==> src/bgt_pkg.sv <==
`default_nettype none

package bgt_pkg;

  // ===========================================================
  // register map
  // the timer register index is not word aligned, so it is kept
  // as an index and the byte address is four times it
  localparam logic [15:0] BGT_TIMER_IDX      = 16'h7f86;
  localparam logic [31:0] BGT_TIMER_ADDR     = {14'h0000, BGT_TIMER_IDX,
                                                2'b00};
  localparam logic [31:0] BGT_IRQ_STAT_ADDR  = 32'h0000_0000;
  localparam logic [31:0] BGT_IRQ_MASK_ADDR  = 32'h0000_0004;

  // ===========================================================
  // field layout and reset values
  localparam int unsigned BGT_DIS_BIT        = 0;
  localparam int unsigned BGT_TEST_BIT       = 1;
  localparam int unsigned BGT_OVF_BIT        = 2;
  localparam logic [7:0]  BGT_TIMER_RESET    = 8'h00;
  localparam int unsigned BGT_IRQ_W          = 2;
  localparam int unsigned BGT_IRQ_OVF_BIT    = 0;
  localparam int unsigned BGT_IRQ_DIS_BIT    = 1;
  localparam logic [1:0]  BGT_IRQ_RESET      = 2'h0;

  // ===========================================================
  // timing, in timebase ticks derived from times as printed
  localparam int unsigned BGT_TB_HZ          = 32768;
  localparam int unsigned BGT_PCLK_HZ        = 25000000;
  localparam int unsigned BGT_GUARD_US       = 62500;
  localparam int unsigned BGT_BLINK_PERIOD_MS = 1000;
  localparam int unsigned BGT_BLINK_ON_MS    = 125;
  localparam int unsigned BGT_CNT_W          = 11;
  // product stays below 2**32, so unsigned arithmetic is exact
  localparam int unsigned BGT_GUARD_TICKS    =
    BGT_TB_HZ * BGT_GUARD_US / 1000000;
  localparam int unsigned BGT_BLINK_PERIOD_TICKS =
    BGT_TB_HZ * BGT_BLINK_PERIOD_MS / 1000;
  localparam int unsigned BGT_BLINK_ON_TICKS =
    BGT_TB_HZ * BGT_BLINK_ON_MS / 1000;

  // ===========================================================
  // states and carriers
  typedef enum logic [3:0] {
    BGT_ST_INIT  = 4'b0001,
    BGT_ST_COUNT = 4'b0010,
    BGT_ST_OVF   = 4'b0100,
    BGT_ST_DIS   = 4'b1000
  } bgt_state_t;

  typedef struct packed {
    logic test;
    logic halt;
  } bgt_ctrl_t;

  typedef struct packed {
    logic core_reset;
    logic program_pin;
    logic timebase;
  } bgt_pins_t;

endpackage : bgt_pkg

`default_nettype wire

==> src/bgt_boot_guard_timer.sv <==
// The APB register port and the register offsets were left to the implementer.
`default_nettype none

// How it works
// - clear on controller reset, count once running
// - eleven-bit up-counter with carry and controls
// - timebase ticks give carry after 62.5 ms
// - carry stops counter, flags overflow, blinks led
// - reset or test without disable: initialize
// - all controls low: count each timebase tick
// - disable, carry, reset or test end counting
// - disable stops counter until cleared or power-on
// - led active low, 125 ms on per second
// - only reset or test stop the blinking
// - overflow flag cleared by one or power-on
// - timer register bits, address, zero reset value
module bgt_boot_guard_timer
  import bgt_pkg::*;
#(
  parameter int unsigned CNT_W              = BGT_CNT_W,
  parameter int unsigned BLINK_PERIOD_TICKS = BGT_BLINK_PERIOD_TICKS,
  parameter int unsigned BLINK_ON_TICKS     = BGT_BLINK_ON_TICKS
) (
  input  wire logic        pclk,
  input  wire logic        presetn,
  input  wire logic        psel,
  input  wire logic        penable,
  input  wire logic        pwrite,
  input  wire logic [31:0] paddr,
  input  wire logic [31:0] pwdata,
  output logic      [31:0] prdata,
  output logic             pready,
  output logic             pslverr,
  input  wire logic        rtc_timebase,
  input  wire logic        controller_core_reset,
  input  wire logic        ate_program_pin,
  output logic             fault_led_n,
  output logic             irq
);

  // ===========================================================
  // elaboration checks
  generate
    if (CNT_W < 2 || CNT_W > 30) begin : g_bad_cnt
      $error("boot guard counter width out of range");
    end
    if (CNT_W == BGT_CNT_W && (1 << CNT_W) != BGT_GUARD_TICKS)
    begin : g_bad_guard
      $error("guard time does not match the counter span");
    end
  endgenerate

  // ===========================================================
  // pin synchronisation
  bgt_pins_t pins_async;
  bgt_pins_t pins_sync;
  logic      tb_prev_reg;
  logic      tick;

  assign pins_async = '{core_reset:  controller_core_reset,
                        program_pin: ate_program_pin,
                        timebase:    rtc_timebase};

  // pins come from other domains, so two flops before use
  bgt_sync #(
    .WIDTH    ($bits(bgt_pins_t))
  ) u_sync (
    .pclk     (pclk),
    .presetn  (presetn),
    .async_in (pins_async),
    .sync_out (pins_sync)
  );

  // rising edge of the timebase becomes a one-cycle tick
  always_ff @(posedge pclk or negedge presetn) begin
    if (!presetn) begin
      tb_prev_reg <= 1'b0;
    end else begin
      tb_prev_reg <= pins_sync.timebase;
    end
  end

  assign tick = pins_sync.timebase && !tb_prev_reg;

  // ===========================================================
  // timer register and interrupt registers
  bgt_ctrl_t               ctrl_reg;
  logic                    ovf_flag_reg;
  logic [BGT_IRQ_W-1:0]    irq_stat_reg;
  logic [BGT_IRQ_W-1:0]    irq_mask_reg;
  logic                    pready_reg;
  logic [31:0]             prdata_reg;
  logic                    pslverr_reg;
  logic                    irq_reg;

  // address decode, shared by the read mux and the write strobes
  logic                    hit_timer;
  logic                    hit_stat;
  logic                    hit_mask;
  logic                    hit_any;
  logic                    acc_first;
  logic                    wr_commit;
  logic                    wr_timer;
  logic                    wr_stat;
  logic                    wr_mask;
  logic [31:0]             rd_word;
  logic [7:0]              timer_view;

  assign hit_timer = (paddr == BGT_TIMER_ADDR);
  assign hit_stat  = (paddr == BGT_IRQ_STAT_ADDR);
  assign hit_mask  = (paddr == BGT_IRQ_MASK_ADDR);
  assign hit_any   = hit_timer || hit_stat || hit_mask;

  // one wait state: ready rises in the second access cycle, and a
  // write lands only on the edge that samples ready high
  assign acc_first = psel && penable && !pready_reg;
  assign wr_commit = psel && penable && pready_reg && pwrite;
  assign wr_timer  = wr_commit && hit_timer;
  assign wr_stat   = wr_commit && hit_stat;
  assign wr_mask   = wr_commit && hit_mask;

  // timer register view: overflow, test, disable, rest reads zero
  assign timer_view = {5'h00, ovf_flag_reg, ctrl_reg.test,
                       ctrl_reg.halt};

  assign rd_word = hit_timer ? {24'h000000, timer_view} :
                   hit_stat  ? {30'h00000000, irq_stat_reg} :
                   hit_mask  ? {30'h00000000, irq_mask_reg} :
                   32'h0000_0000;

  // bus answer registers
  always_ff @(posedge pclk or negedge presetn) begin
    if (!presetn) begin
      pready_reg  <= 1'b0;
      prdata_reg  <= 32'h0000_0000;
      pslverr_reg <= 1'b0;
    end else begin
      pready_reg  <= acc_first;
      prdata_reg  <= (acc_first && !pwrite) ? rd_word : 32'h0000_0000;
      pslverr_reg <= acc_first && !hit_any;
    end
  end

  // control bits: software writes, power-on reset clears
  always_ff @(posedge pclk or negedge presetn) begin
    if (!presetn) begin
      ctrl_reg <= '{test: BGT_TIMER_RESET[BGT_TEST_BIT],
                    halt: BGT_TIMER_RESET[BGT_DIS_BIT]};
    end else if (wr_timer) begin
      ctrl_reg <= '{test: pwdata[BGT_TEST_BIT],
                    halt: pwdata[BGT_DIS_BIT]};
    end
  end

  // ===========================================================
  // guard state machine
  bgt_state_t           state_reg;
  bgt_state_t           state_next;
  logic [CNT_W-1:0]     cnt_reg;
  logic [CNT_W-1:0]     cnt_next;
  logic                 hold;
  logic                 wrap;
  logic                 cnt_adv;

  // controller held in reset, by its own reset or the program pin,
  // or the test bit set
  assign hold = pins_sync.core_reset || pins_sync.program_pin ||
                ctrl_reg.test;

  // carry is the wrap of the counter on a tick while counting
  assign wrap = (state_reg == BGT_ST_COUNT) && tick &&
                (cnt_reg == {CNT_W{1'b1}});

  always_comb begin
    state_next = state_reg;
    unique case (state_reg)
      BGT_ST_OVF: begin
        // disable alone cannot end the blinking
        if (hold) begin
          state_next = ctrl_reg.halt ? BGT_ST_DIS
                                        : BGT_ST_INIT;
        end else begin
          state_next = BGT_ST_OVF;
        end
      end
      BGT_ST_COUNT: begin
        if (ctrl_reg.halt) begin
          state_next = BGT_ST_DIS;
        end else if (hold) begin
          state_next = BGT_ST_INIT;
        end else if (wrap) begin
          state_next = BGT_ST_OVF;
        end else begin
          state_next = BGT_ST_COUNT;
        end
      end
      BGT_ST_INIT, BGT_ST_DIS: begin
        if (ctrl_reg.halt) begin
          state_next = BGT_ST_DIS;
        end else if (hold) begin
          state_next = BGT_ST_INIT;
        end else begin
          state_next = BGT_ST_COUNT;
        end
      end
      default: begin
        state_next = BGT_ST_INIT;
      end
    endcase
  end

  // counter advances only while counting and staying in counting;
  // disabled keeps its value so counting resumes where it stopped
  assign cnt_adv  = (state_reg == BGT_ST_COUNT) &&
                    (state_next == BGT_ST_COUNT) && tick;
  assign cnt_next = (state_next == BGT_ST_INIT) ? '0 :
                    wrap    ? '0 :
                    cnt_adv ? cnt_reg + CNT_W'(1) :
                    cnt_reg;

  always_ff @(posedge pclk or negedge presetn) begin
    if (!presetn) begin
      state_reg <= BGT_ST_INIT;
      cnt_reg   <= '0;
    end else begin
      state_reg <= state_next;
      cnt_reg   <= cnt_next;
    end
  end

  // ===========================================================
  // overflow flag, write one to clear; a new carry wins the clear
  always_ff @(posedge pclk or negedge presetn) begin
    if (!presetn) begin
      ovf_flag_reg <= BGT_TIMER_RESET[BGT_OVF_BIT];
    end else if (wrap) begin
      ovf_flag_reg <= 1'b1;
    end else if (wr_timer && pwdata[BGT_OVF_BIT]) begin
      ovf_flag_reg <= 1'b0;
    end
  end

  // ===========================================================
  // interrupt status and mask; set wins over a same-cycle clear
  logic [BGT_IRQ_W-1:0] irq_events;

  assign irq_events[BGT_IRQ_OVF_BIT] = wrap;
  assign irq_events[BGT_IRQ_DIS_BIT] = (state_reg == BGT_ST_COUNT) &&
                                       (state_next == BGT_ST_DIS);

  always_ff @(posedge pclk or negedge presetn) begin
    if (!presetn) begin
      irq_stat_reg <= BGT_IRQ_RESET;
      irq_mask_reg <= BGT_IRQ_RESET;
      irq_reg      <= 1'b0;
    end else begin
      irq_stat_reg <= irq_events |
                      (irq_stat_reg &
                       ~(wr_stat ? pwdata[BGT_IRQ_W-1:0] : BGT_IRQ_RESET));
      irq_mask_reg <= wr_mask ? pwdata[BGT_IRQ_W-1:0] : irq_mask_reg;
      irq_reg      <= |(irq_stat_reg & irq_mask_reg);
    end
  end

  // ===========================================================
  // fault led: blink phase only while in overflow
  logic led_on;

  bgt_blink #(
    .PERIOD_TICKS (BLINK_PERIOD_TICKS),
    .ON_TICKS     (BLINK_ON_TICKS)
  ) u_blink (
    .pclk         (pclk),
    .presetn      (presetn),
    .tick         (tick),
    .run          (state_reg == BGT_ST_OVF),
    .led_on       (led_on)
  );

  // led is dark from reset; pin low means lit
  always_ff @(posedge pclk or negedge presetn) begin
    if (!presetn) begin
      fault_led_n <= 1'b1;
    end else begin
      fault_led_n <= !led_on;
    end
  end

  // ===========================================================
  // outputs straight from flops
  assign prdata  = prdata_reg;
  assign pready  = pready_reg;
  assign pslverr = pslverr_reg;
  assign irq     = irq_reg;

endmodule : bgt_boot_guard_timer

`default_nettype wire

==> src/bgt_sync.sv <==
`default_nettype none

// ===========================================================
// two-flop synchroniser for asynchronous pins
module bgt_sync #(
  parameter int unsigned WIDTH = 1
) (
  input  wire logic             pclk,
  input  wire logic             presetn,
  input  wire logic [WIDTH-1:0] async_in,
  output logic      [WIDTH-1:0] sync_out
);

  logic [WIDTH-1:0] meta_reg;

  generate
    if (WIDTH < 1) begin : g_bad_width
      $error("bgt_sync width must be at least one");
    end
  endgenerate

  // first stage feeds only the second stage
  always_ff @(posedge pclk or negedge presetn) begin
    if (!presetn) begin
      meta_reg <= '0;
      sync_out <= '0;
    end else begin
      meta_reg <= async_in;
      sync_out <= meta_reg;
    end
  end

endmodule : bgt_sync

`default_nettype wire

==> src/bgt_blink.sv <==
`default_nettype none

// ===========================================================
// blink phase generator, counts timebase ticks while run is high
module bgt_blink
  import bgt_pkg::*;
#(
  parameter int unsigned PERIOD_TICKS = BGT_BLINK_PERIOD_TICKS,
  parameter int unsigned ON_TICKS     = BGT_BLINK_ON_TICKS
) (
  input  wire logic pclk,
  input  wire logic presetn,
  input  wire logic tick,
  input  wire logic run,
  output logic      led_on
);

  localparam int unsigned PW = $clog2(PERIOD_TICKS);
  localparam logic [PW-1:0] LAST = PW'(PERIOD_TICKS - 1);
  localparam logic [PW-1:0] ON_LIM = PW'(ON_TICKS);

  logic [PW-1:0] phase_reg;
  logic [PW-1:0] phase_next;

  generate
    if (PERIOD_TICKS < 2 || ON_TICKS < 1 || ON_TICKS >= PERIOD_TICKS)
    begin : g_bad_blink
      $error("bgt_blink on time must lie inside the period");
    end
  endgenerate

  // phase restarts when run drops, so each blink run opens with an on time
  assign phase_next = !run ? '0 :
                      !tick ? phase_reg :
                      (phase_reg == LAST) ? '0 :
                      phase_reg + PW'(1);

  always_ff @(posedge pclk or negedge presetn) begin
    if (!presetn) begin
      phase_reg <= '0;
      led_on    <= 1'b0;
    end else begin
      phase_reg <= phase_next;
      led_on    <= run && (phase_reg < ON_LIM);
    end
  end

endmodule : bgt_blink

`default_nettype wire

==> config.mk <==
export PLATFORM = sky130hd
export DESIGN_NAME = bgt_boot_guard_timer
export DESIGN_NICKNAME = d
export VERILOG_FILES = /design/src/bgt_pkg.sv /design/src/bgt_boot_guard_timer.sv /design/src/bgt_sync.sv /design/src/bgt_blink.sv
export SDC_FILE = /design/constraint.sdc
export NUM_CORES = 1
export LEC_CHECK = 0
export ABC_AREA = 1
export BUFFER_PORTS_ARGS = -buffer_cell sky130_fd_sc_hd__buf_4
export CAP_MARGIN = 30
export CORE_MARGIN = 4
export CORE_UTILIZATION = 51
export CTS_CLUSTER_SIZE = 28
export DETAILED_ROUTE_END_ITERATION = 6
export GPL_TIMING_DRIVEN = 0
export PLACE_DENSITY_LB_ADDON = 0.12
export SYNTH_ARGS = -nofsm -noshare
export SYNTH_HDL_FRONTEND = slang
export SYNTH_SLANG_ARGS = --single-unit
export TNS_END_PERCENT = 100
==> constraint.sdc <==
create_clock -name pclk -period 2.03 [get_ports pclk]
set_input_delay 0.3045 -clock pclk [delete_from_list [all_inputs] [get_ports pclk]]
set_output_delay 0.3045 -clock pclk [all_outputs]
set_load 0.02 [all_outputs]
* After elaboration in Yosys (flattened, before gate mapping) *
Index checks and enable logic that the tools add are counted.

word-level totals
  bits in registers = 52
  output and inout port bits = 36
  word-level logic and storage cells = 88

cells by class
  add/subtract/negate cells = 2
  $lt $le $gt $ge = 1
  equality and inequality tests = 12
  multiplexer cells = 21
  bitwise logic cells = 4
  reduce and logical (&&, ||, !) cells = 31

operators by type and width
  cell                   number
  $mux 15                3
  $mux 11                3
  $eq 32x17->1 const B   1
  $eq 32x3->1 const B    1
  $logic_not 32->1       1
  $logic_and 1x1->1      17
  $mux 4                 4
  $add 15x1->15 const B  1
  $eq 15x15->1 const B   1
  $lt 15x13->1 const B   1
  $mux 3                 4
  $pmux 4 s3             1
  $add 11x1->11 const B  1
  $eq 11x11->1 const B   1
  $eq 4x1->1 const B     2
  $eq 4x2->1 const B     2
  $eq 4x4->1 const B     2
  $mux 2                 4
  $logic_not 1->1        5
  $and 2x2->2            2
  $eq 4x3->1 const B     1
  $logic_or 1x1->1       4
  $reduce_or 2->1        2
  $reduce_bool 3->1      1
  5 further kinds        6

* Longest topological paths before layout *
Gate-level depths: netlist (run 1).

  depth after elaboration = 14
  mapped depth = 11
  mapped depth without buffers = 11

* By module *
A second synthesis (run 1) with hierarchy kept.

second synthesis, totals
  cell total of the unflattened synthesis = 445
  area total of the unflattened synthesis = 3310.7 µm²

by module, submodules not included
  module                times used  cells an instance  area an instance (µm²)  sequential area each (µm²)
  bgt_boot_guard_timer  1           321                2244.7                  753.2
  bgt_blink             1           118                915.9                   400.4
  bgt_sync              1           6                  150.1                   150.1

* Worst setup path after synthesis (run 1) *
No wires, ideal clock.

  path kind = register to register
  from = register cnt_reg[0]
  to = register cnt_reg[6]
  library setup time = 0.116 ns
  arrival time = 1.454 ns
  required time = 1.914 ns
  path slack = 0.459 ns
  stages on the path, launching flop included = 12
  buffers on the path = 1
  period minus slack after synthesis = 1.571 ns
  path through = dfrtp_1 -> ha_1 -> inv_1 -> nor2_4 -> nand2_4 -> nor2_8 -> inv_2 -> nor2_4 -> nor2_4 -> buf_12 -> nand3_2 -> nand2_1

on the way
  word-level cells in the longest chain between the ends = 10
  elaborated cells on any way between the ends = 15

ends and longest elaborated chain
  what                                RTL line                     RTL
  start, declared                     bgt_boot_guard_timer.sv:159  logic [CNT_W-1:0] cnt_reg;
  start signal, assigned              bgt_boot_guard_timer.sv:227  cnt_reg <= cnt_next;
  $eq 11x11->1                        bgt_boot_guard_timer.sv:172  (cnt_reg == {CNT_W{1'b1}});
  $logic_and 1x1->1                   bgt_boot_guard_timer.sv:171  assign wrap = (state_reg == BGT_ST_COUNT) && tick &&
  $mux 3                              bgt_boot_guard_timer.sv:191  end else if (wrap) begin
  $mux 3                              bgt_boot_guard_timer.sv:189  end else if (hold) begin
  $mux 4                              bgt_boot_guard_timer.sv:187  if (ctrl_reg.halt) begin
  $pmux 4 s3                          bgt_boot_guard_timer.sv:176  unique case (state_reg)
  $eq 4x2->1                          bgt_boot_guard_timer.sv:215  (state_next == BGT_ST_COUNT) && tick;
  $logic_and 1x1->1                   bgt_boot_guard_timer.sv:214  assign cnt_adv = (state_reg == BGT_ST_COUNT) &&
  $logic_and 1x1->1                   bgt_boot_guard_timer.sv:215
  $reduce_bool 3->1 (no source line)  n/a

Parallel ways exist; a longest one is shown, timed or not. The select of a mux whose other input is x is not followed.
A chain may end at the register's enable or synchronous reset.

* Worst setup path after layout (run 1) *
Same ends and word-level chain as after synthesis.

==> run metrics, run 1 <==
status finished, final reports clean; n_diodes 0; # fillers 549; most common cell after layout, fill and taps aside nand2_1; chip width 87.7 µm; final-report setup violation count 0; Cell Area, Synth 0.00324 mm²; Setup CP Type register to register; P&R area growth vs syn 20.4%; CP required 2.24 ns; # hold bufs at CTS 0; Worst Reg-to-Reg Cells 11; Setup Skew 0.0129 ns; antenna-violating nets left 0; CTS max path bufs 2; Yosys warning total 0; synthesized flop and latch total 52; initial antenna violation count 0; hpwl dp 5.11 mm; Cells after Synth 419; Worst-Margin Slew 0.633 ns; TritonCTS clock tree built; Post-CTS Setup Inserts 0; Final min period 1.77 ns; Largest register FFs 15; core footprint 0.00606 mm²; # resized after CTS 0; worst rel slew slack 57.8%; cell row count 28; share of cells above drive strength 1 25.6%; Clk Latency, worst-skew pair 0.31 ns; drt pass-1 iters 4; switch share 26.6%; Starting Density 53.5%; chip height 87.7 µm; Max rail drop VDD 0.000390 V; sequential share of power 54.7%; CP endpoint kind register; gr usage total 17.8%; Comb pwr share 13.5%; Synth top area share 38.6%; Avg Cell Area, Syn 7.74 µm²; die area 0.00770 mm²; register area share after synthesis 40.2%; top post-synthesis cells by area dfrtp_1, nand2_1, nor2_1; largest net degree at the start of global routing 53; WL/cell 11.0 µm; power per cell area 496 mW/mm²; Port-buffer cells 49; final slew viol count 0; final WL 6.37 mm; vias per inst 4.64; crit path launch type register; Clk pwr share 31.8%; clock slew at reported path FFs 0.10 ns; reg2reg start cnt_reg[0]$_DFFE_PN0P_; Sink Count 52; DR vias 2689; Worst R2R Setup Slack 0.26 ns; Pint 1.42 mW; global-route wire length before repair 11.1 mm; Psw 515 µW; Setup WS pre-CTS 0.261 ns; nets 577; DRC viols 0; setup ws final 0.261 ns; multi-input logic area 0.00158 mm²; final hold vios 0; vias in the first global route 2505; root buffer cell clkbuf_8; crit path DAT 1.98 ns; GR Overflow Total 0; Num CTS Buffers 5; worst-path fanout max 10; commonest non-fill, non-tap cells in the layout nand2_1, buf_4, nor2_1; GP Congestion 0.897; RSZ-0062 raised after global routing no; H-tree Lvls 2; I/O Pins 108; register area 0.00130 mm²; Yosys top cell by area dfrtp_1; P_leak 2.02 nW; Yosys cell types 34; max_cap viols 0; TNS Setup 0 ns; RR Endpoint cnt_reg[6]$_DFFE_PN0P_; fin crit share 87.1%; hold crit path type input port to async pin; drt initial violations 78; fmax 565 MHz
[logic make-up after synthesis]
kind of cell	synth area share [%]
other	0.116
flip-flops	40.2
XOR/XNOR	3.24
AO/OA/AOI/OAI	3.28
AND/OR/NAND/NOR	38.0
adder cells (fa/ha/maj)	0.771
buffers and inverters	14.4
[synthesized netlist by cell type]
cell / number
ha_1: 2
dfstp_2: 2
o22ai_1: 1
and3_1: 1
nand3_2: 10
nor3b_1: 1
and2_1: 2
buf_4: 29
nor2_8: 2
nor2_1: 67
conb_1: 1
nor3_4: 1
o21ai_0: 11
nand3_1: 22
nand3_4: 3
xor2_1: 11
xnor2_1: 1
nor3_2: 1
dfrtp_1: 50
a22o_1: 1
nand2_1: 101
inv_2: 6
o21a_1: 1
nand2_4: 2
inv_1: 50
nor2_4: 6
nand2_2: 4
nor2_2: 3
buf_12: 2
nor3_1: 11
nand4_1: 8
a31o_2: 1
nor4_1: 1
a21oi_1: 4
[final cells by class]
cell class | instances | share of cell area (%)
Timing Repair Buffer | 49 | 9.42
Clock inverter | 3 | 0.641
Inverter | 56 | 5.38
Sequential cell | 52 | 33.4
Tap cell | 75 | 2.40
Buffer | 31 | 6.60
Clock buffer | 5 | 1.76
Multi-Input combinational cell | 308 | 40.4
[critical path, cell delays in order, from the launching register on]
cell     delay, ns
dfrtp_1       0.45
ha_1          0.26
inv_1         0.09
nor2_4        0.15
nand2_4       0.09
nor2_8        0.13
inv_2         0.06
nor2_4        0.12
nor2_4        0.06
buf_12        0.14
nand3_2       0.06
nand2_1       0.06
[power by group through the flow]
stage,Sequential [mW],Clock (mW),Combinational (mW)
floorplan,1.08,0,0.158
global placement,1.08,0,0.258
detailed placement,1.08,0,0.261
CTS,1.06,0.637,0.262
global route,1.06,0.688,0.290
finish,1.06,0.615,0.262
[metal layers]
metal	global-route usage (%)	up-vias	share of wire (%)	wire, µm
met5	0	-	0	0
met4	4.60	0	1.1	69
li1	-	1417	-	-
met3	3.67	5	7.2	457
met1	24.0	1194	45	2900
met2	29.5	73	46	2950
[through the flow]
step           hold WS (ns)  utilization (%)  std cells  power, mW  cell area, µm²
2_1_floorplan       0.00891                -        447       1.24            3350
6_report            0.00743             64.4        579       1.94            3900
4_1_cts              0.0310             64.4        579       1.96            3900
3_5_place_dp          0.335             62.9        571       1.34            3810
5_1_grt              0.0462             64.4        579       2.04            3900
3_3_place_gp          0.333             62.9        571       1.34            3810
[worst max-delay path by stage]
stage                                 startpoint                     end  cells after the start
final                     cnt_reg[0]$_DFFE_PN0P_  cnt_reg[6]$_DFFE_PN0P_                     11
after global routing      cnt_reg[0]$_DFFE_PN0P_  cnt_reg[4]$_DFFE_PN0P_                     10
after CTS                 cnt_reg[0]$_DFFE_PN0P_  cnt_reg[6]$_DFFE_PN0P_                     11
after detailed placement  cnt_reg[0]$_DFFE_PN0P_  cnt_reg[6]$_DFFE_PN0P_                     11
after global placement    cnt_reg[0]$_DFFE_PN0P_  cnt_reg[9]$_DFFE_PN0P_                     10
after floorplan           cnt_reg[0]$_DFFE_PN0P_  cnt_reg[6]$_DFFE_PN0P_                     11
Note: power is estimated with default switching activity, not from simulation.
==> run 2, diff against run 1 <==
BUFFER_PORTS_ARGS = -buffer_cell sky130_fd_sc_hd__buf_2   (was -buffer_cell sky130_fd_sc_hd__buf_4)
CORE_UTILIZATION = 46   (was 51)
clock period = 1.6 ns   (was 2.03 ns; I/O delays follow)
==> run 2 against run 1 <==
  * Critical path type unchanged
  * Die area is 9.8% higher
  * Design area rose by 2.0%
  * Clock power increased by 48%
  * Largest power group unchanged
  * Wire length about the same
  * Clock-buffer cell count up 1
==> run metrics, run 2 (synthesized netlist as in run 1, its figures left out) <==
status finished, final reports clean; hpwl dp 4.99 mm; n_diodes 0; fmax 637 MHz; gr usage total 15.7%; commonest non-fill, non-tap cells in the layout nand2_1, nor2_1, dfrtp_1; initial antenna violation count 0; CP endpoint kind register; drt initial violations 70; Final Util 58.3%; largest net degree at the start of global routing 31; final WL 6.37 mm; Setup CP Type register to register; root buffer cell clkbuf_8; final hold vios 0; hold crit path type input port to register; Port-buffer cells 49; Num CTS Buffers 5; DR vias 2728; final-report setup violation count 0; vias per inst 4.47; GP Congestion 0.846; global-route wire length before repair 10.9 mm; I/O Pins 108; reg2reg start state_reg[0]$_DFF_PN1_; TNS Setup 0 ns; H-tree Lvls 2; Clk Latency, worst-skew pair 0.31 ns; cell row count 30; CTS max path bufs 2; vias in the first global route 2442; DRC viols 0; Non-Filler Instances 610; nets 587; Largest register FFs 15; final slew viol count 0; drt pass-1 iters 5; placed cell areas 0.00373 mm²; fin crit share 98.2%; setup ws final 0.0295 ns; Final min period 1.57 ns; Setup WS pre-CTS -0.159 ns; Worst-Margin Slew 0.523 ns; clock slew at reported path FFs 0.10 ns; worst-path fanout max 8; crit path launch type register; chip height 92.0 µm; RSZ-0062 raised after global routing yes; power per cell area 650 mW/mm²; Final Instance Area 0.00398 mm²; Critical Path Source state_reg[0]$_DFF_PN1_; core footprint 0.00683 mm²; hold path start controller_core_reset; Sink Count 52; most common cell after layout, fill and taps aside nand2_1; GR Overflow Total 0; P&R area growth vs syn 22.8%; CP required 1.85 ns; max_cap viols 0; TritonCTS clock tree built; chip width 92.0 µm; Setup Skew 0.0110 ns; worst rel slew slack 65.2%; share of cells above drive strength 1 29.6%; antenna-violating nets left 0; WL/cell 10.4 µm; Inst Count DP 593; P_leak 2.06 nW; die area 0.00846 mm²; Starting Density 47.5%; Max rail drop VDD 0.000352 V; crit path DAT 1.82 ns
## run 2: cell types whose count changed in the layout (fill, tap and decap cells not counted), sizes merged
cell	delta
buf	+9
clkbuf	+1
clkinvlp	-1
dlygate4sd3	+1
bufinv	+1
inv	-1
## run 2: routing by layer
| metal | wire [µm] | part of all wire (%) | vias to the layer above | global-route usage, % |
|---|---|---|---|---|
| met5 | 0 | 0 | - | 0 |
| met1 | 3000 | 47 | 1213 | 20.7 |
| met3 | 378 | 5.9 | 5 | 3.12 |
| met4 | 68 | 1.1 | 0 | 3.71 |
| li1 | - | - | 1437 | - |
| met2 | 2930 | 46 | 73 | 26.5 |
## run 2: what timing repair did
action | in CTS | in global routing
buffers inserted | 3 | 5
gates resized for setup | 3 | 17
pin swaps | 1 | 15
setup endpoints to repair | 11 | 21
endpoints found under the hold margin | 22 | 0
hold buffers | 1 | 0
## run 2: path summary, 6_finish.rpt
kind                            slack [ns]                           endpoint  cells after the start
max in group asynchronous             0.57             state_reg[0]$_DFF_PN1_                      3
worst max register to register        0.03             cnt_reg[9]$_DFFE_PN0P_                     10
worst max-delay path                  0.03             cnt_reg[9]$_DFFE_PN0P_                     10
worst min register to register        0.36       u_sync.sync_out[1]$_DFF_PN0_                      0
worst min-delay path                  0.03       u_sync.meta_reg[2]$_DFF_PN0_                      1
min in group asynchronous             0.43  u_blink.phase_reg[10]$_DFFE_PN0P_                      2
## run 2: area by class of cell
cell class | count | area, µm²
clock buffer | 6 | 72.6
fill | 658 | 2850
multi-input combinational | 308 | 1640
timing repair buffer | 59 | 335
inverter | 56 | 215
clock inverter | 2 | 38.8
sequential | 52 | 1300
tap | 96 | 120
buffer | 31 | 258
## run 2: power by group
group / internal, mW / leakage (nW) / switching (mW)
combinational: 0.141 / 1.33 / 0.191
clock: 0.473 / 0.0558 / 0.440
sequential: 1.33 / 0.669 / 0.0116
total: 1.95 / 2.06 / 0.642
## run 2: critical path: stages (launching register included)
cell,delay (ns)
dfstp_2,0.58
inv_2,0.04
nand2_2,0.06
nand3_2,0.06
nand2_2,0.09
inv_4,0.05
nor2_4,0.13
nand2_2,0.09
nor2_4,0.25
nand3_2,0.09
nand2_1,0.07
## run 2: through the flow
stage | hold WS [ns] | total power [mW]
floorplan | -0.0556 | 1.57
global placement | 0.332 | 1.67
detailed placement | 0.245 | 1.68
CTS | 0.0158 | 2.62
global route | 0.0182 | 2.73
finish | 0.0315 | 2.59
